--- config.mk ---
export PLATFORM = sky130hd
export DESIGN_NAME = scr_calib_readout
export DESIGN_NICKNAME = d
export VERILOG_FILES = /design/src/rtl/scr_pkg.sv /design/src/rtl/scr_link_front.sv /design/src/rtl/scr_calib_readout.sv
export VERILOG_INCLUDE_DIRS = /design/src /design/src/rtl
export SDC_FILE = /design/constraint.sdc
export NUM_CORES = 2
export LEC_CHECK = 0
export BUFFER_PORTS_ARGS = -buffer_cell sky130_fd_sc_hd__buf_4
export CORE_ASPECT_RATIO = 0.75
export CORE_MARGIN = 2
export CORE_UTILIZATION = 60
export DETAILED_ROUTE_END_ITERATION = 6
export PLACE_DENSITY = 0.77
export SETUP_SLACK_MARGIN = 0.2
export SYNTH_ARGS = -nofsm -noshare
export SYNTH_HDL_FRONTEND = slang
export SYNTH_SLANG_ARGS = --single-unit
--- constraint.sdc ---
create_clock -name clk -period 4.16 [get_ports clk]
set_clock_uncertainty 0.15 [all_clocks]
set_input_delay 0.832 -clock clk [delete_from_list [all_inputs] [get_ports clk]]
set_output_delay 0.832 -clock clk [all_outputs]
set_load 0.01 [all_outputs]
--- src/rtl/scr_cfg.svh ---
// Constants for the calibration readout and bank read block
`ifndef SCR_CFG_SVH
`define SCR_CFG_SVH

// APB register byte offsets
`define SCR_OFS_CFG      12'h000
`define SCR_OFS_STATUS   12'h004
`define SCR_OFS_VIOL     12'h008
`define SCR_OFS_ROW      12'h00c

// Configuration register fields and reset value
`define SCR_CFG_CL       0
`define SCR_CFG_AL       4
`define SCR_CFG_CWL      8
`define SCR_CFG_REP      12
`define SCR_CFG_BSEL     13
`define SCR_CFG_RESET    16'h0506

// Violation flag positions
`define SCR_V_IDLE       0
`define SCR_V_EARLY_ACT  1
`define SCR_V_PAT_WRITE  2
`define SCR_V_PAT_CMD    3

// Mode register selects and fields
`define SCR_MR_ZERO      3'h0
`define SCR_MR_THREE     3'h3
`define SCR_A_PAT_EN     2
`define SCR_A_NIBBLE     2
`define SCR_A_AUTOCLOSE  10
`define SCR_A_CHOP       12
`define SCR_BL_FIXED8    2'h0
`define SCR_BL_OTF       2'h1
`define SCR_BL_CHOP      2'h2
`define SCR_LOC_PATTERN  2'h0
`define SCR_CAL_PATTERN  8'haa

// Timing
`define SCR_CLK_NS       8
`define SCR_TRP_NS       15
`define SCR_TRP_CYC      ((`SCR_TRP_NS + `SCR_CLK_NS - 1) / `SCR_CLK_NS)
`define SCR_PIPE_DEPTH   32

`endif

--- src/rtl/scr_pkg.sv ---
// Types shared by the calibration readout block
`default_nettype none
`include "scr_cfg.svh"
package scr_pkg;

    typedef enum logic [2:0] {
        SCR_CMD_MODE = 3'h0,
        SCR_CMD_REF  = 3'h1,
        SCR_CMD_PRE  = 3'h2,
        SCR_CMD_ACT  = 3'h3,
        SCR_CMD_WR   = 3'h4,
        SCR_CMD_RD   = 3'h5,
        SCR_CMD_ZQ   = 3'h6,
        SCR_CMD_NOP  = 3'h7
    } scr_cmd_t;

    typedef struct packed {
        logic       valid;
        logic       wr;
        logic       pat;
        logic       ac;
        logic [2:0] bank;
        logic [2:0] first;
        logic [2:0] last;
    } scr_slot_t;

    typedef struct packed {
        logic [36:0] s1;
        logic [36:0] s2;
        logic        ck_d;
        logic        rise;
        logic        fall;
        logic        valid;
        logic [2:0]  cmd;
        logic [2:0]  ba;
        logic [12:0] addr;
        logic [15:0] dq;
    } scr_front_t;

    typedef struct packed {
        logic [1:0]                              mr0_bl;
        logic                                    pat_en;
        logic [1:0]                              loc;
        logic [15:0]                             cfg;
        logic [3:0]                              viol;
        logic [7:0]                              bank_open;
        logic [7:0][11:0]                        row;
        logic [7:0][7:0]                         pre_cnt;
        logic [`SCR_PIPE_DEPTH-1:0][12:0]        pipe;
        scr_slot_t                               cur;
        logic [2:0]                              beat;
        logic [63:0][15:0]                       mem;
        logic [15:0]                             dq_out;
        logic                                    dq_oe;
        logic                                    dqs_out;
        logic                                    dqs_oe;
        logic [31:0]                             prdata;
        logic                                    pready;
        logic                                    pslverr;
    } scr_core_t;

endpackage
`default_nettype wire

--- src/rtl/scr_link_front.sv ---
// Link front end: synchronises command pins and finds memory clock edges
`default_nettype none
module scr_link_front (
    input  wire logic              clk,
    input  wire logic              rst_n,
    input  wire logic              mem_ck,
    input  wire logic              mem_cs_n,
    input  wire logic              mem_ras_n,
    input  wire logic              mem_cas_n,
    input  wire logic              mem_we_n,
    input  wire logic [2:0]        mem_ba,
    input  wire logic [12:0]       mem_addr,
    input  wire logic [15:0]       mem_dq_in,
    output logic                   ck_rise,
    output logic                   ck_fall,
    output logic                   cmd_valid,
    output scr_pkg::scr_cmd_t      cmd_code,
    output logic [2:0]             cmd_ba,
    output logic [12:0]            cmd_addr,
    output logic [15:0]            dq_data
);
    import scr_pkg::*;

    scr_front_t q;
    scr_front_t n;

    // ************************************************************
    // Synchroniser and edge finder
    // ************************************************************
    // Only the second stage feeds the edge finder, so a metastable
    // first stage never reaches the command decode.
    always_comb begin
        n       = q;
        n.s1    = {mem_ck, mem_cs_n, mem_ras_n, mem_cas_n, mem_we_n, mem_ba, mem_addr, mem_dq_in};
        n.s2    = q.s1;
        n.ck_d  = q.s2[36];
        n.rise  = q.s2[36] && !q.ck_d;
        n.fall  = !q.s2[36] && q.ck_d;
        n.valid = q.s2[36] && !q.ck_d && !q.s2[35];
        n.cmd   = q.s2[34:32];
        n.ba    = q.s2[31:29];
        n.addr  = q.s2[28:16];
        n.dq    = q.s2[15:0];
    end

    always_ff @(posedge clk or negedge rst_n) begin
        if (!rst_n) begin
            q <= '0;
        end else begin
            q <= n;
        end
    end

    assign ck_rise   = q.rise;
    assign ck_fall   = q.fall;
    assign cmd_valid = q.valid;
    assign cmd_code  = scr_cmd_t'(q.cmd);
    assign cmd_ba    = q.ba;
    assign cmd_addr  = q.addr;
    assign dq_data   = q.dq;

endmodule
`default_nettype wire

--- src/rtl/scr_calib_readout.sv ---
// Memory device core: pattern readout, bank state and read/write bursts
//
// Design decisions made here: the APB register port and the register addresses.
`default_nettype none
`include "scr_cfg.svh"
// Notes on behaviour
// - Pattern enable at location zero redirects reads
// - Eight-beat pattern read gives 0,1,0,1,0,1,0,1
// - Chopped pattern read picks nibble by column bit
// - Beat zero is LSB, beat seven MSB
// - Burst starts after additive plus column latency
// - Pattern disabled means array reads and writes
// - Activation opens given row in given bank
// - Precharge closes banks; reopen after precharge time
// - Other banks usable during concurrent autoclose
// - Precharged bank is idle until activated
// - Precharge to idle bank restarts its timer
// - In field 01 chop bit zero four beats, one eight
// - Chop bit never used as column address
// - Eight beats for field 00, or 01 with chop high
// - Autoclose read acts as plain read in pattern mode
// - Line zero of each lane carries pattern bit
module scr_calib_readout (
    input  wire logic              clk,
    input  wire logic              rst_n,
    input  wire logic              psel,
    input  wire logic              penable,
    input  wire logic              pwrite,
    input  wire logic [11:0]       paddr,
    input  wire logic [31:0]       pwdata,
    output logic [31:0]            prdata,
    output logic                   pready,
    output logic                   pslverr,
    input  wire logic              mem_ck,
    input  wire logic              mem_cs_n,
    input  wire logic              mem_ras_n,
    input  wire logic              mem_cas_n,
    input  wire logic              mem_we_n,
    input  wire logic [2:0]        mem_ba,
    input  wire logic [12:0]       mem_addr,
    input  wire logic [15:0]       mem_dq_in,
    output logic [15:0]            mem_dq_out,
    output logic                   mem_dq_oe,
    output logic                   mem_dqs_out,
    output logic                   mem_dqs_oe
);
    import scr_pkg::*;

    scr_core_t  q;
    scr_core_t  n;
    logic       f_rise;
    logic       f_fall;
    logic       f_valid;
    scr_cmd_t   f_cmd;
    logic [2:0] f_ba;
    logic [12:0] f_addr;
    logic [15:0] f_dq;
    logic [3:0] set_v;
    logic [3:0] clr_v;
    logic       done;
    logic       bc4;
    logic [4:0] lat;
    logic [4:0] idx;
    scr_slot_t  slot;
    logic [4:0] rd_idx_h;

    // ************************************************************
    // Helpers
    // ************************************************************
    function automatic logic pat_bit(input logic [1:0] loc, input logic [2:0] beat);
        logic [7:0] p;
        p = `SCR_CAL_PATTERN;
        // Reserved locations carry no defined data, so they read as zero
        pat_bit = (loc == `SCR_LOC_PATTERN) && p[beat];
    endfunction

    function automatic logic [4:0] lat_index(input logic [3:0] a, input logic [3:0] c);
        logic [4:0] sum;
        sum = {1'b0, a} + {1'b0, c};
        lat_index = (sum == 5'h00) ? 5'h00 : 5'(sum - 5'h01);
    endfunction

    scr_link_front u_front (
        .clk       (clk),
        .rst_n     (rst_n),
        .mem_ck    (mem_ck),
        .mem_cs_n  (mem_cs_n),
        .mem_ras_n (mem_ras_n),
        .mem_cas_n (mem_cas_n),
        .mem_we_n  (mem_we_n),
        .mem_ba    (mem_ba),
        .mem_addr  (mem_addr),
        .mem_dq_in (mem_dq_in),
        .ck_rise   (f_rise),
        .ck_fall   (f_fall),
        .cmd_valid (f_valid),
        .cmd_code  (f_cmd),
        .cmd_ba    (f_ba),
        .cmd_addr  (f_addr),
        .dq_data   (f_dq)
    );

    // ************************************************************
    // Next state
    // ************************************************************
    always_comb begin
        n     = q;
        set_v = 4'h0;
        clr_v = 4'h0;
        done  = 1'b0;
        bc4   = 1'b0;
        lat   = 5'h00;
        idx   = 5'h00;
        slot  = '0;

        // APB slave, one wait state; unmapped offsets answer with an error
        n.pready  = 1'b0;
        n.pslverr = 1'b0;
        if (psel && penable && !q.pready) begin
            n.pready = 1'b1;
            unique case (paddr)
                `SCR_OFS_CFG: begin
                    n.prdata = {16'h0000, q.cfg};
                    if (pwrite) begin
                        n.cfg = pwdata[15:0];
                    end
                end
                `SCR_OFS_STATUS: begin
                    n.prdata = {18'h00000, q.cur.valid, q.bank_open, q.mr0_bl, q.loc, q.pat_en};
                end
                `SCR_OFS_VIOL: begin
                    n.prdata = {28'h0000000, q.viol};
                    if (pwrite) begin
                        clr_v = pwdata[3:0];
                    end
                end
                `SCR_OFS_ROW: begin
                    n.prdata = {20'h00000, q.row[q.cfg[`SCR_CFG_BSEL +: 3]]};
                end
                default: begin
                    n.prdata  = 32'h00000000;
                    n.pslverr = 1'b1;
                end
            endcase
        end

        // Precharge timers run on the core clock
        for (int b = 0; b < 8; b++) begin
            if (q.pre_cnt[b] != 8'h00) begin
                n.pre_cnt[b] = q.pre_cnt[b] - 8'h01;
            end
        end

        // ********************************************************
        // Burst engine, one beat per link clock edge
        // ********************************************************
        if (f_rise || f_fall) begin
            done = q.cur.valid && (q.beat == q.cur.last);
            // Autoclose runs at burst end; other banks stay usable meanwhile
            if (done && q.cur.ac && !q.cur.pat) begin
                n.bank_open[q.cur.bank] = 1'b0;
                n.pre_cnt[q.cur.bank]   = 8'(`SCR_TRP_CYC);
            end
            if (f_rise && q.pipe[0][12]) begin
                n.cur  = scr_slot_t'(q.pipe[0]);
                n.beat = n.cur.first;
            end else if (done) begin
                n.cur.valid = 1'b0;
            end else if (q.cur.valid) begin
                n.beat = q.beat + 3'h1;
            end
            // Write data is taken at the edge that opens each beat
            if (n.cur.valid && n.cur.wr) begin
                n.mem[{n.cur.bank, n.beat}] = f_dq;
            end
            n.dq_oe   = n.cur.valid && !n.cur.wr;
            n.dqs_oe  = n.cur.valid && !n.cur.wr;
            n.dqs_out = f_rise && n.dq_oe;
            if (!n.dq_oe) begin
                n.dq_out = 16'h0000;
            end else if (n.cur.pat) begin
                if (q.cfg[`SCR_CFG_REP]) begin
                    n.dq_out = {16{pat_bit(q.loc, n.beat)}};
                end else begin
                    n.dq_out = {7'h00, pat_bit(q.loc, n.beat), 7'h00, pat_bit(q.loc, n.beat)};
                end
            end else begin
                n.dq_out = q.mem[{n.cur.bank, n.beat}];
            end
        end

        // Latency line advances once per link clock
        if (f_rise) begin
            for (int i = 0; i < `SCR_PIPE_DEPTH - 1; i++) begin
                n.pipe[i] = q.pipe[i + 1];
            end
            n.pipe[`SCR_PIPE_DEPTH - 1] = 13'h0000;
        end

        // ********************************************************
        // Command decode
        // ********************************************************
        if (f_valid) begin
            bc4 = (q.mr0_bl == `SCR_BL_CHOP) ||
                  ((q.mr0_bl == `SCR_BL_OTF) && !f_addr[`SCR_A_CHOP]);
            unique case (f_cmd)
                SCR_CMD_MODE: begin
                    if (f_ba == `SCR_MR_ZERO) begin
                        n.mr0_bl = f_addr[1:0];
                    end
                    if (f_ba == `SCR_MR_THREE) begin
                        n.pat_en = f_addr[`SCR_A_PAT_EN];
                        n.loc    = f_addr[1:0];
                    end
                end
                SCR_CMD_ACT: begin
                    if (q.pat_en) begin
                        set_v[`SCR_V_PAT_CMD] = 1'b1;
                    end else begin
                        if (q.pre_cnt[f_ba] != 8'h00) begin
                            set_v[`SCR_V_EARLY_ACT] = 1'b1;
                        end
                        n.bank_open[f_ba] = 1'b1;
                        n.row[f_ba]       = f_addr[11:0];
                    end
                end
                SCR_CMD_PRE: begin
                    if (q.pat_en) begin
                        set_v[`SCR_V_PAT_CMD] = 1'b1;
                    end else if (f_addr[`SCR_A_AUTOCLOSE]) begin
                        n.bank_open = 8'h00;
                        for (int b = 0; b < 8; b++) begin
                            n.pre_cnt[b] = 8'(`SCR_TRP_CYC);
                        end
                    end else begin
                        // A repeated precharge simply restarts the timer
                        n.bank_open[f_ba] = 1'b0;
                        n.pre_cnt[f_ba]   = 8'(`SCR_TRP_CYC);
                    end
                end
                SCR_CMD_RD, SCR_CMD_WR: begin
                    if ((f_cmd == SCR_CMD_WR) && q.pat_en) begin
                        set_v[`SCR_V_PAT_WRITE] = 1'b1;
                    end else if (!q.pat_en && !q.bank_open[f_ba]) begin
                        set_v[`SCR_V_IDLE] = 1'b1;
                    end else begin
                        if (f_cmd == SCR_CMD_WR) begin
                            lat = lat_index(q.cfg[`SCR_CFG_AL +: 4], q.cfg[`SCR_CFG_CWL +: 4]);
                        end else begin
                            lat = lat_index(q.cfg[`SCR_CFG_AL +: 4], q.cfg[`SCR_CFG_CL +: 4]);
                        end
                        idx        = lat;
                        slot.valid = 1'b1;
                        slot.wr    = (f_cmd == SCR_CMD_WR);
                        slot.pat   = q.pat_en;
                        slot.ac    = f_addr[`SCR_A_AUTOCLOSE];
                        slot.bank  = f_ba;
                        // Chop bit selects length only, never a column
                        slot.first = bc4 ? {f_addr[`SCR_A_NIBBLE], 2'b00} : 3'h0;
                        slot.last  = bc4 ? 3'(slot.first + 3'h3) : 3'h7;
                        n.pipe[idx] = slot;
                    end
                end
                SCR_CMD_NOP: begin
                end
                default: begin
                    if (q.pat_en) begin
                        set_v[`SCR_V_PAT_CMD] = 1'b1;
                    end
                end
            endcase
        end

        // A new violation wins over a clear in the same cycle
        n.viol = (q.viol & ~clr_v) | set_v;
    end

    always_ff @(posedge clk or negedge rst_n) begin
        if (!rst_n) begin
            q     <= '0;
            q.cfg <= `SCR_CFG_RESET;
        end else begin
            q <= n;
        end
    end

    assign prdata      = q.prdata;
    assign pready      = q.pready;
    assign pslverr     = q.pslverr;
    assign mem_dq_out  = q.dq_out;
    assign mem_dq_oe   = q.dq_oe;
    assign mem_dqs_out = q.dqs_out;
    assign mem_dqs_oe  = q.dqs_oe;

    // ************************************************************
    // Checks
    // ************************************************************
    assign rd_idx_h = lat_index(q.cfg[`SCR_CFG_AL +: 4], q.cfg[`SCR_CFG_CL +: 4]);
endmodule
`default_nettype wire

# Word-level counts from Yosys, hierarchy flattened
# Memory sizes are Yosys's and may differ from the RTL's.
# Index checks and enable logic that the tools add are counted.
# Widths: inputs -> output; s select.
[totals] register_bits=1795 rom_bits=8 inputBits=86 output_inout_bits=53 word_cells=338 memories=1
[memory_table] memory="(name not given)" words=8 width=1 rd=1 rd_ports_with_merged_regs=0 write_ports=0 line_no="scr_calib_readout.sv:74" text="pat_bit = (loc == `SCR_LOC_PATTERN) && p[beat];"
[op_classes] add_sub_neg=14 magnitude_cmp=10 n_eq_ne=13 mux=89 bitwise=15 reduce_logical=55
[op_table] cell="$mux 416" count=4
[op_table] cell="$bwmux 1024" count=1
[op_table] cell="$mux 584" count=1
[op_table] cell="$bwmux 416" count=1
[op_table] cell="$mux 64" count=5
[op_table] cell="$mux 8" count=15
[op_table] cell="$and 56x56->56" count=2
[op_table] cell="$not 56->56" count=2
[op_table] cell="$mux 104" count=1
[op_table] cell="$bmux 16 s6" count=1
[op_table] cell="$bwmux 96" count=1
[op_table] cell="$demux 16 s6" count=1
[op_table] cell="$mux 96" count=1
[op_table] cell="$mux 16" count=5
[op_table] cell="$reduce_bool 8->1" count=9
[op_table] cell="$demux 13 s5" count=1
[op_table] cell="$pmux 16 s4" count=1
[op_table] cell="$sub 8x1->8 const B" count=8
[op_table] cell="$demux 8 s3" count=2
[op_table] cell="$mux 12" count=4
[op_table] cell="$bmux 12 s3" count=1
[op_table] cell="$demux 12 s3" count=1
[op_table] cell="$mux 5" count=7
[op_table] cell="$bmux 8 s3" count=1
[op_table] cell="other kinds (44)" count=120

# Logic depth before layout (Yosys ltp)
[logic_depth] ltp_word=17 ltp_mapped=16 ltp_nobuf=11

# Hierarchy
# A second synthesis with hierarchy kept.
[hier_totals] hier_cells=6918 area_unflattened_um2=81276.7
[by_module_without_submodules] module="scr_calib_readout" instances=1 cells_each=6767 area_each_um2=78158.7 seq_area_each_um2=42095.4
[by_module_without_submodules] module="scr_link_front" instances=1 cells_each=151 area_each_um2=3118.0 seq_area_each_um2=2827.7

# Worst setup path after synthesis
# Ideal clock, no wire load.
[synth_timing] path_kind="reg2reg" start="reg q[1689] (netlist name)" end="reg q[1125] (netlist name)" setup_time_ns=0.077 t_arrival_ns=3.154 required_ns=3.933 slack_ns=0.779 path_stages_with_launch=14 n_path_buf=3 period_less_slack_ns=3.381 cell_sequence="dfstp_2 -> ha_1 -> fa_1 -> inv_1 -> ha_1 -> nand2_1 -> o31ai_2 -> o22ai_2 -> or3_1 -> buf_2 -> or2_1 -> buf_2 -> buf_2 -> a21oi_1"
[synth_lines] element="from (decl)" line_no="scr_calib_readout.sv:49" text="scr_core_t q;"
[synth_lines] element="from (signal assigned)" line_no="scr_calib_readout.sv:283" text="q <= n;"

# Worst setup path after layout
[layout_timing] start="reg q[1077] (netlist name)" end="reg q[299] (netlist name)"
[layout_via] elab_chain_cells=10 elab_cells_between_ends=18 cone_classes="add/sub: 1; order compare: 2; eq/ne: 1; mux: 10; reduce/logical: 4"
[layout_rtl] element="$add 3x1->3 / $eq 3x3->1 (equally long branches)" line_no="scr_calib_readout.sv:170, scr_calib_readout.sv:158"
[layout_rtl] element="$mux 3 / $logic_and 1x1->1 (equally long branches)" line_no="scr_calib_readout.sv:169, scr_calib_readout.sv:158"
[layout_rtl] element="$mux 3" line_no="scr_calib_readout.sv:167" text="end else if (done) begin"
[layout_rtl] element="$mux 3" line_no="scr_calib_readout.sv:164" text="if (f_rise && q.pipe[0][12]) begin"
[layout_rtl] element="$mux 3" line_no="scr_calib_readout.sv:157" text="if (f_rise || f_fall) begin"
[layout_rtl] element="$lt 6x7->1 (implied by the code) / $ge 6x1->1 (equally long branches)" line_no="scr_calib_readout.sv:174" text="n.mem[{n.cur.bank, n.beat}] = f_dq;"
[layout_rtl] element="$logic_and 1x1->1 (implied by the code)" line_no="scr_calib_readout.sv:174"
[layout_rtl] element="$mux 16 (implied by the code)" line_no="scr_calib_readout.sv:174"
[layout_rtl] element="$demux 16 s6" line_no="scr_calib_readout.sv:174"
[layout_rtl] element="$bwmux 1024" line_no="scr_calib_readout.sv:174"
# Parallel ways exist; a longest one is shown, timed or not. The select of a mux whose other input is x is not followed.
# A chain may end at the register's enable or synchronous reset.

==> results_dict.tcl <==
set metrics [dict create \
    syn_inst 6563 \
    synthArstFlopShare_pct 100 \
    worst_slew_pin_slew_ns 1.22 \
    path_cells "xnor2_2 -> nand3_1 -> buf_4 -> a21oi_1 -> nor3_1 -> nand2_1 -> nor2_1 -> nand2_2 -> mux2_2" \
    final_cell_mix "dfrtp_1 (1,771), mux2_2 (1,174), nand2_1 (769), mux2i_1 (466), buf_4 (406)" \
    track_usage_pct 32.9 \
    critPathKind "flop to flop" \
    cts_root_buf "clkbuf_16" \
    yosysUniqueCellTypes 91 \
    die_area_um2 137000 \
    finalHoldViolations 0 \
    post-route-period-util_pct 96.5 \
    cpPeakStageDelay_ns 0.60 \
    cp-end-kind "flop" \
    area_growth_pct 12.6 \
    holdPathEnd "q[1696]" \
    status "complete, no violations" \
    reg2reg_from "q[1077]" \
    multi_input_area_um2 33200 \
    grt_overflow 0 \
    ys_seq_area_share_pct 55.7 \
    clk_latency_ns 0.84 \
    via_per_inst 6.44 \
    vias 55400 \
    drtPass1Iterations 6 \
    syn-cell-area_um2 80700 \
    clock.fmax_mhz 249 \
    finalPower_w 0.0385 \
    rsz0062_at_grt "true" \
    fill_cells 9274 \
    portBuffers 106 \
    r2r_end "q[299]" \
    maxSlewViolCount 0 \
    startpoint "q[1077]" \
    p_clk_share_pct 42.1 \
    slew_headroom_pct 18.5 \
    yosysWarnings 0 \
    drive_gt1_share_pct 31.2 \
    powerDensity_nw_per_um2 423 \
    cts_buffers 171 \
    p_leak_nw 44.0 \
    grt_pass1_vias 55700 \
    place_congestion 0.978 \
    cp_slowest_cell "nor3_1" \
    ir_drop_uv 472 \
    antenna_found_initial 4 \
    r2r_cells 9 \
    wirelength_um 223000 \
    die_h_um 322 \
    cts_sinks 1795 \
    dp_worst_setup_slack_ns -0.00272 \
    cts.clk_slew.worst_paths_ns 0.07 \
    synth_top_flop_cell "dfrtp_1" \
    postLayoutCellArea_um2 90900 \
    initial_core_util_pct 60.5 \
    swShare_pct 25.6 \
    cp.arrival_ns 4.57 \
    drt_iter0_markers 6430 \
    hp-class "primary input to flop" \
    crit_fanout 16 \
    worstPathRequired_ns 4.72 \
    pwr-share-seq_pct 47.8 \
    combPwrFrac_pct 10.1 \
    placement.cell_area_um2 84500 \
    std_cell_rows 116 \
    antenna_left 0 \
    critPathBufInv 1 \
    grt_pass1_wl_um 343000 \
    layout_commonest_cell "dfrtp_1" \
    reg2reg_slack_ns 0.15 \
    dpl.hpwl_um 145000 \
    min_path_cells 2 \
    cts_htree_levels 4 \
    ios 139 \
    p_sw_w 0.00985 \
    die_w_um 427 \
    ys_seq_elements 1795 \
    synth_area_per_cell_um2 12.3 \
    regArea_um2 45000 \
    cts_tree "yes" \
    nNetsFinal 6803 \
    synth-edff-count 0 \
    period_minus_slack_ns 4.01 \
    startpoint_type "flop" \
    holdWs_ns 0.0736 \
    drv_cap 0 \
    setup_slack_ns 0.147 \
    crit_family "simple AND/OR/NAND/NOR gates" \
    p_int_w 0.0286 \
    cts.path.max_buffers 3 \
    finalSetupViolCount 0 \
    drc_errors 0 \
    drt-wirelength-per-cell_um 26.0 \
    core_um2 133000 \
    min_from "pwdata[15]" \
    grt_max_degree 137 \
]
logic make-up (layout without fill, tap and decap cells):
kind of cell             count (synthesis)  count (layout)  share of synthesized area [%]
AO/OA/AOI/OAI                          816             816                           6.43
XOR/XNOR                                58              58                          0.648
adder cells (fa/ha/maj)                 29              29                          0.468
buffers and inverters                  611             863                           3.57
flip-flops                            1795            1795                           55.7
multiplexers                          1744            1744                           24.9
other                                    1              17                        0.00465
AND/OR/NAND/NOR                       1509            1509                           8.34
stage by stage:
step	util, %	std cells	TNS, ns
floorplan	-	6578	0
global placement	63.3	8243	0
detailed placement	63.3	8243	-0.00272
CTS	68.0	8600	0
global route	68.1	8600	0
finish	68.1	8601	0
final cells by class:
type	instances	area share [%]
flip-flops and latches	1795	49.5
inverters	53	0.219
clock inverters	53	0.760
multi-input cells	4172	36.5
diodes	1	0.00275
clock buffers	262	5.68
repair buffers	495	4.90
well taps	1770	2.44
power by group through the flow:
stage / logic [W] / clock network [W] / registers (W)
floorplan: 0.00237 / 0 / 0.0185
global placement: 0.00365 / 0 / 0.0187
detailed placement: 0.00376 / 0 / 0.0187
CTS: 0.00382 / 0.0163 / 0.0184
global route: 0.00419 / 0.0171 / 0.0184
finish: 0.00388 / 0.0162 / 0.0184
per-layer routing:
metal | vias up | global-route usage (%) | routed length [um]
li1 | 23500 | - | -
met1 | 28700 | 48.3 | 95000
met2 | 2691 | 47.2 | 96800
met3 | 502 | 9.14 | 24300
met4 | 4 | 11.4 | 7280
met5 | - | 0 | 28
state kept, by name, indices dropped and copies added (netlist names), 2 cells and up:
register          cells
q                  1646
mem_dq_out           16
u_front.n            73
u_front.cmd_code      3
prdata               16
u_front.cmd_addr     13
u_front.q             2
u_front.cmd_ba        3
u_front.dq_data      16
cells in the mapped netlist, drive strengths merged (25+ instances only):
library cell	count	area, um^2
nand3	179	896
nor2b	49	307
o22ai	46	294
dfrtp	1791	44800
nor2	274	1100
xnor2	43	392
a21oi	197	986
a32oi	39	342
mux2	1187	13400
nand2	795	3050
inv	52	195
mux2i	467	4670
ha	27	338
nand2b	27	169
o221ai	25	219
nor4	33	206
mux4	90	2030
a31oi	65	407
o21ai	236	1180
nor3	44	220
clkbuf	285	1070
buf	273	1610
a211oi	34	260
repair_timing:
action / in CTS / in global routing
pin swaps: 0 / 2
setup buffers: 4 / 0
endpoints found under the setup margin: 163 / 438
gates resized for setup: 3 / 32
endpoints found under the hold margin: 111 / 0
hold buffers: 38 / 0
how the worst max path moves through the flow:
stage / to / slack (ns) / cells after the start
after CTS: mem_dq_out[12] / 0.20 / 10
after global routing: mem_dq_out[12] / 0.07 / 10
after detailed placement: mem_dq_out[12] / -0.003 / 10
after global placement: mem_dq_out[12] / 0.12 / 12
after floorplan: q[1125] / 0.78 / 13
final: q[299] / 0.15 / 9
Power figures use the tool's default switching activity.
